===== src/rtl/rdac_params.svh =====
// Constants for the reference converter control block
// Assumes inclusion by bare name from rtl files
`ifndef RDAC_PARAMS_SVH
`define RDAC_PARAMS_SVH
// Register byte offsets
`define RDAC_CTRL_FIRST_OFS 4'h0
`define RDAC_CTRL_SECOND_OFS 4'h4
`define RDAC_PIN_STATUS_OFS 4'h8
// Field positions in the first control register
`define RDAC_EN_BIT 7
`define RDAC_OE_BIT 5
`define RDAC_PSS_LSB 2
`define RDAC_NSS_BIT 0
// Writable bit masks and reset values
`define RDAC_FIRST_MASK 8'had
`define RDAC_SECOND_MASK 8'h1f
`define RDAC_FIRST_RST 8'h00
`define RDAC_SECOND_RST 8'h00
// Level code width and tap count
`define RDAC_CODE_W 5
`define RDAC_TAPS 32
// AXI responses
`define RDAC_RESP_OKAY 2'b00
`define RDAC_RESP_SLVERR 2'b10
`endif


===== src/rtl/rdac_pkg.sv =====
// Types for the reference converter control block
// Assumes nothing beyond the params header
package rdac_pkg;
  // Upper ladder end sources
  typedef enum logic [1:0] {RDAC_UP_SUPPLY = 2'h0, RDAC_UP_REFPIN = 2'h1, RDAC_UP_FIXED = 2'h2,
    RDAC_UP_RESVD = 2'h3} rdac_upper_t;
  // Lower ladder end sources
  typedef enum logic {RDAC_LO_GROUND = 1'h0, RDAC_LO_REFPIN = 1'h1} rdac_lower_t;
endpackage


===== src/rtl/rdac_tap_decode.sv =====
// One-hot ladder tap selector for the converter
// Assumes code and enable arrive from registers
`timescale 1ns/1ps
`default_nettype none
`include "rdac_params.svh"
module rdac_tap_decode
(
  // Control
  input wire logic enable,
  input wire logic [4:0] code,
  // Ladder switches
  output logic [31:0] tap_select
);
  // One switch closed per code while enabled
  genvar i;
  generate
    for (i = 0; i < `RDAC_TAPS; i++)
    begin : g_tap
      assign tap_select[i] = enable && (code == 5'(i));
    end
  endgenerate
endmodule // rdac_tap_decode
`default_nettype wire


===== src/rtl/rdac_ctrl.sv =====
// Control logic for a 5-bit ratiometric reference converter with AXI4-Lite registers
// Assumes one 250 MHz clock, synchronous active-low reset, analogue ladder outside
// Contract
// Converter runs only while enabled
// Five-bit code picks one of 32 levels
// Level is lower plus span times code/32
// Upper and lower ladder ends are selectable
// Result feeds comparator, ADC channel, pin
// Pin enable connects result to pin
// Pin enable kills driver and input detector
// Pin enable kills pull-up and current drive
// Pin digital read returns zero when routed
// Source select encodings as documented
// Reset disables, unroutes, clears code
// Keeps running in sleep, settings kept
// Written selection applies next clock edge
`timescale 1ns/1ps
`default_nettype none
`include "rdac_params.svh"
module rdac_ctrl
(
  // Clock and reset
  input wire logic aclk,
  input wire logic aresetn,
  // AXI4-Lite write address
  input wire logic [3:0] s_axi_awaddr,
  input wire logic s_axi_awvalid,
  output logic s_axi_awready,
  // AXI4-Lite write data
  input wire logic [31:0] s_axi_wdata,
  input wire logic [3:0] s_axi_wstrb,
  input wire logic s_axi_wvalid,
  output logic s_axi_wready,
  // AXI4-Lite write response
  output logic [1:0] s_axi_bresp,
  output logic s_axi_bvalid,
  input wire logic s_axi_bready,
  // AXI4-Lite read address
  input wire logic [3:0] s_axi_araddr,
  input wire logic s_axi_arvalid,
  output logic s_axi_arready,
  // AXI4-Lite read data
  output logic [31:0] s_axi_rdata,
  output logic [1:0] s_axi_rresp,
  output logic s_axi_rvalid,
  input wire logic s_axi_rready,
  // Ladder control
  output logic converter_enable,
  output logic [31:0] tap_select,
  output rdac_pkg::rdac_upper_t upper_source_select,
  output rdac_pkg::rdac_lower_t lower_source_select,
  // Routing of the result
  output logic route_to_comparator,
  output logic route_to_adc,
  output logic converter_pin_output_enable,
  // Output pin pad controls
  input wire logic pin_in_raw,
  input wire logic pin_out_en_n_req,
  input wire logic pin_pullup_req,
  input wire logic pin_ccdrive_req,
  output logic pin_out_en_n,
  output logic pin_in_detect_en,
  output logic pin_pullup_en,
  output logic pin_ccdrive_en,
  output logic pin_in_value
);
  import rdac_pkg::*;

  // Whole module state
  typedef struct packed {
    logic [7:0] first;
    logic [7:0] second;
    logic bvalid;
    logic [1:0] bresp;
    logic rvalid;
    logic [1:0] rresp;
    logic [31:0] rdata;
  } rdac_state_t;

  rdac_state_t st_reg;
  rdac_state_t st_next;
  logic wr_go;
  logic rd_go;
  logic pin_routed;

  // Write taken when address and data both present and no response pending
  assign wr_go = s_axi_awvalid && s_axi_wvalid && !st_reg.bvalid;
  assign rd_go = s_axi_arvalid && !st_reg.rvalid;
  assign s_axi_awready = wr_go;
  assign s_axi_wready = wr_go;
  assign s_axi_arready = rd_go;
  assign s_axi_bvalid = st_reg.bvalid;
  assign s_axi_bresp = st_reg.bresp;
  assign s_axi_rvalid = st_reg.rvalid;
  assign s_axi_rresp = st_reg.rresp;
  assign s_axi_rdata = st_reg.rdata;

  // Next state: register writes, responses and read data
  always_comb
  begin
    st_next = st_reg;
    if (st_reg.bvalid && s_axi_bready)
      st_next.bvalid = 1'b0;
    if (st_reg.rvalid && s_axi_rready)
      st_next.rvalid = 1'b0;
    if (wr_go)
    begin
      st_next.bvalid = 1'b1;
      st_next.bresp = `RDAC_RESP_OKAY;
      unique case (s_axi_awaddr)
        `RDAC_CTRL_FIRST_OFS:
          if (s_axi_wstrb[0])
            st_next.first = s_axi_wdata[7:0] & `RDAC_FIRST_MASK;
        `RDAC_CTRL_SECOND_OFS:
          if (s_axi_wstrb[0])
            st_next.second = s_axi_wdata[7:0] & `RDAC_SECOND_MASK;
        `RDAC_PIN_STATUS_OFS: ;
        default: st_next.bresp = `RDAC_RESP_SLVERR;
      endcase
    end
    if (rd_go)
    begin
      st_next.rvalid = 1'b1;
      st_next.rresp = `RDAC_RESP_OKAY;
      st_next.rdata = 32'h0;
      unique case (s_axi_araddr)
        `RDAC_CTRL_FIRST_OFS: st_next.rdata = {24'h0, st_reg.first};
        `RDAC_CTRL_SECOND_OFS: st_next.rdata = {24'h0, st_reg.second};
        `RDAC_PIN_STATUS_OFS: st_next.rdata = {30'h0, pin_routed, pin_in_value};
        default: st_next.rresp = `RDAC_RESP_SLVERR;
      endcase
    end
  end

  // State register; no sleep input, so settings persist across sleep
  always_ff @(posedge aclk)
  begin
    if (!aresetn)
    begin
      st_reg.first <= `RDAC_FIRST_RST;
      st_reg.second <= `RDAC_SECOND_RST;
      st_reg.bvalid <= 1'b0;
      st_reg.bresp <= `RDAC_RESP_OKAY;
      st_reg.rvalid <= 1'b0;
      st_reg.rresp <= `RDAC_RESP_OKAY;
      st_reg.rdata <= 32'h0;
    end
    else
      st_reg <= st_next;
  end

  // Converter controls from registers
  assign converter_enable = st_reg.first[`RDAC_EN_BIT];
  assign upper_source_select = rdac_upper_t'(st_reg.first[`RDAC_PSS_LSB +: 2]);
  assign lower_source_select = rdac_lower_t'(st_reg.first[`RDAC_NSS_BIT]);
  assign pin_routed = st_reg.first[`RDAC_OE_BIT];

  // Result routing to consumers
  assign route_to_comparator = converter_enable;
  assign route_to_adc = converter_enable;
  assign converter_pin_output_enable = pin_routed;

  // Pad overrides while routed to the pin
  assign pin_out_en_n = pin_routed ? 1'b1 : pin_out_en_n_req;
  assign pin_in_detect_en = !pin_routed;
  assign pin_pullup_en = pin_pullup_req && !pin_routed;
  assign pin_ccdrive_en = pin_ccdrive_req && !pin_routed;
  assign pin_in_value = pin_in_raw && !pin_routed;

  // Ladder tap decode, ratiometric level set by tap index
  rdac_tap_decode u_tap
  (
    .enable(converter_enable),
    .code(st_reg.second[`RDAC_CODE_W-1:0]),
    .tap_select(tap_select)
  );
endmodule // rdac_ctrl
`default_nettype wire


===== config.mk =====
export PLATFORM = sky130hd
export DESIGN_NAME = rdac_ctrl
export DESIGN_NICKNAME = d
export VERILOG_FILES = /design/src/rtl/rdac_pkg.sv /design/src/rtl/rdac_tap_decode.sv /design/src/rtl/rdac_ctrl.sv
export VERILOG_INCLUDE_DIRS = /design/src /design/src/rtl
export SDC_FILE = /design/constraint.sdc
export NUM_CORES = 1
export LEC_CHECK = 0
export ABC_AREA = 1
export ABC_CLOCK_PERIOD_IN_PS = 1340
export BUFFER_PORTS_ARGS = -buffer_cell sky130_fd_sc_hd__buf_2
export CAP_MARGIN = 20
export CELL_PAD_IN_SITES_DETAIL_PLACEMENT = 0
export CELL_PAD_IN_SITES_GLOBAL_PLACEMENT = 1
export CORE_ASPECT_RATIO = 0.8
export CORE_MARGIN = 4
export CORE_UTILIZATION = 23
export CTS_CLUSTER_SIZE = 30
export DETAILED_ROUTE_END_ITERATION = 7
export HOLD_SLACK_MARGIN = 0.02
export PLACE_DENSITY = 0.8
export SYNTH_ARGS = -nofsm -noshare
export SYNTH_HDL_FRONTEND = slang
export SYNTH_SLANG_ARGS = --single-unit

===== constraint.sdc =====
create_clock -name aclk -period 1.34 [get_ports aclk]
set_input_delay 0 -clock aclk [delete_from_list [all_inputs] [get_ports aclk]]
set_output_delay 0 -clock aclk [all_outputs]
set_load 0.05 [all_outputs]

==> results.md <==
* Worst hold slack at between 20 and 30 ps
* Post-Layout Cell Count at 404
* Crit path kind: register to primary output
* Placed Area at 0.001896 mm^2
* Count of cell types in the netlist at 25
* Inst Count DP at 392
* Reg2reg end: upper_source_select[1]
* # IOs at 140
* Max IR drop VDD at 0.3757 mV
* Seq/Total Area, Yosys at 27.27%
* DR iter-0 viols at 39
* Critical path's top delay family: simple AND/OR/NAND/NOR gates
* # port buffers at 84
* Total power at 1524 uW
* RSZ-0062 raised after global routing: yes
* Startpoint Class: register
* Drt pass-1 iters at 4
* CTS max path bufs at 2
* Hold_sp: s_axi_wdata[0]
* Post-synthesis register bit count at 21
* Pin count of the biggest net entering global routing at 18
* Avg Inst Size Synth at 6.344 um^2
* Buf/Inv on CP at 1
* Diode count at 0
* DP HPWL at 3.613 mm
* CP endpoint kind: primary output
* CTS tree: yes
* Routed wire length at 4.584 mm
* Core area at between 0.006 and 0.007 mm^2
* WL per Instance at ~11 um
* First-pass GRT wire length at between 6 and 7 mm
* Hold Fails Final Rpt at 0
* Clock transition at path regs at around 80 ps
* Area growth, synth to finish at 44.97%
* Critical path required time at 1340 ps
* DRC at 0
* Post-layout net count at 376
* Final GP Congestion at 0.7213
* PnR worst setup slack at 47.12 ps
* Worst Path Arrival at 1290 ps
* Critical-path maximum fanout at 6
* Layout cells sized above 1 at 46.56%
* Grt ovf at 0
* Cells after Synth at 243
* Clk sink count at 21
* Slowest-stage cell, CP: dfxtp_4
* Post-layout minimum cycle time at 1293 ps
* Vias in the first global route at 1419
* Yosys warns at 0
* Reg2Reg Launch Point: s_axi_bvalid
* Max-Cap Viols at 0
* Min-delay worst type: primary input to register
* Worst Reg-to-Reg Cells at 5
* Vias per cell at 3.978
* F_max at between 700 and 800 MHz
* Detail Route Antenna Nets at 0
* Worst hold stages at 3
* Worst-Skew Late Latency at 260 ps
* Commonest non-fill, non-tap cell in the layout: buf_2
* Row cnt at 26
* Clock root cell: clkbuf_8
* Initial antenna violation count at 0
* Die Y at a little over 80 um
* Via count at 1607
* Synth Cell Area at around 0.0015 mm^2
* Total CTS buffers at 3
* Leak pwr at ~0.0010 uW
* Setup violators final at 0
* Most frequent cells in the layout: 51 x buf_2, 36 x nand2_1, 34 x nor2_1
* Htree depth at 1
* Hold Path Sink: lower_source_select
* Die Area at 0.008084 mm^2
* Critical path cell sequence: nor2_2 -> nand2_1 -> nor2_4 -> clkbuf_4
* Power Density at between 600 and 700 mW/mm^2
* Initial Util at roughly a quarter
* Crit share post-route at 96.48%
* Worst Skew at 4.401 ps
* Status: completed
* Pre-CTS setup slack at 110.1 ps
* Die X at 99.53 um
* Slack of the worst reg-to-reg path at 220 ps
* Design area at 0.002235 mm^2
* Largest register FFs at 7
* Crit-path max cell delay at between 300 and 400 ps
* Slew Viols, Final at 0
* Total track usage at a little over a tenth
==> synthesized netlist by cell type (all sizes together) <==
cell,number,share of area [%]
nand3b,1,1.3
o21a,1,0.49
o21ai,15,4.9
nand2,39,10
nand3,12,3.9
clkbuf,3,1.5
clkinv,1,0.32
or2,1,0.41
a21oi,12,4.6
conb,1,0.24
buf,44,21
dfxtp,21,27
inv,22,5.4
nor3,1,0.32
nor2,69,18
==> stage by stage <==
step / utilization, % / setup TNS [ps]
after floorplan: - / -2061
after detailed placement: 29.43 / 0
after CTS: 32.71 / 0
after global routing: 34.69 / -105.3
after global placement: 29.43 / 0
final: 34.69 / 0
==> worst max path at each step <==
stage | cells past startpoint | end | slack, ps | start
4_1_cts | 4 | tap_select[0] | 0.3 | converter_enable
2_1_floorplan | 2 | tap_select[26] | -70 | converter_enable
3_5_place_dp | 5 | tap_select[2] | 110 | st_reg[39]
3_3_place_gp | 5 | tap_select[2] | 130 | st_reg[39]
6_report | 4 | tap_select[0] | 50 | st_reg[38]
5_1_grt | 4 | tap_select[0] | -20 | st_reg[38]
==> layer usage <==
layer	share of wire, %	vias to the layer above	track usage (%)
met4	0.52	0	2.046
li1	-	833	-
met1	42	726	12.96
met3	5.3	2	2.403
met5	0	-	0
met2	52	46	18.50
==> worst register-to-register path: cells and delay by family, from the launching register on <==
kind,cells,cell delay (ps)
flip-flops,1,330
AND/OR/NAND/NOR,4,480
AO/OA/AOI/OAI,1,200
==> kinds of logic after synthesis <==
family,share of synthesized area (%)
AOI/OAI and AO/OA,9.984
buffers and inverters,28.49
DFF,27.27
other,0.2433
and+or+nand+nor,34.01
==> area by class of cell <==
| class | instances | area [um^2] |
|---|---|---|
| clock inverters | 1 | 5.005 |
| well taps | 84 | 105.1 |
| repair buffers | 94 | 659.4 |
| multi-input cells | 178 | 892.1 |
| flip-flops and latches | 21 | 444.2 |
| clock buffers | 3 | 41.29 |
| fillers | 725 | 4207 |
| inverters | 23 | 87.58 |
==> power breakdown <==
part           switching [uW]  total (uW)  internal [uW]
sequential               9.86         642            632
combinational             371         465           94.0
clock                     210         417            207
==> what timing repair did <==
item / 4_1_cts / 5_1_grt
setup buffers: 0 / 1
gates resized for setup: 40 / 37
hold buffers: 7 / 0
hold endpoints to repair: 7 / 0
endpoints found under the setup margin: 32 / 33
Note: power is estimated with default switching activity, not from simulation.
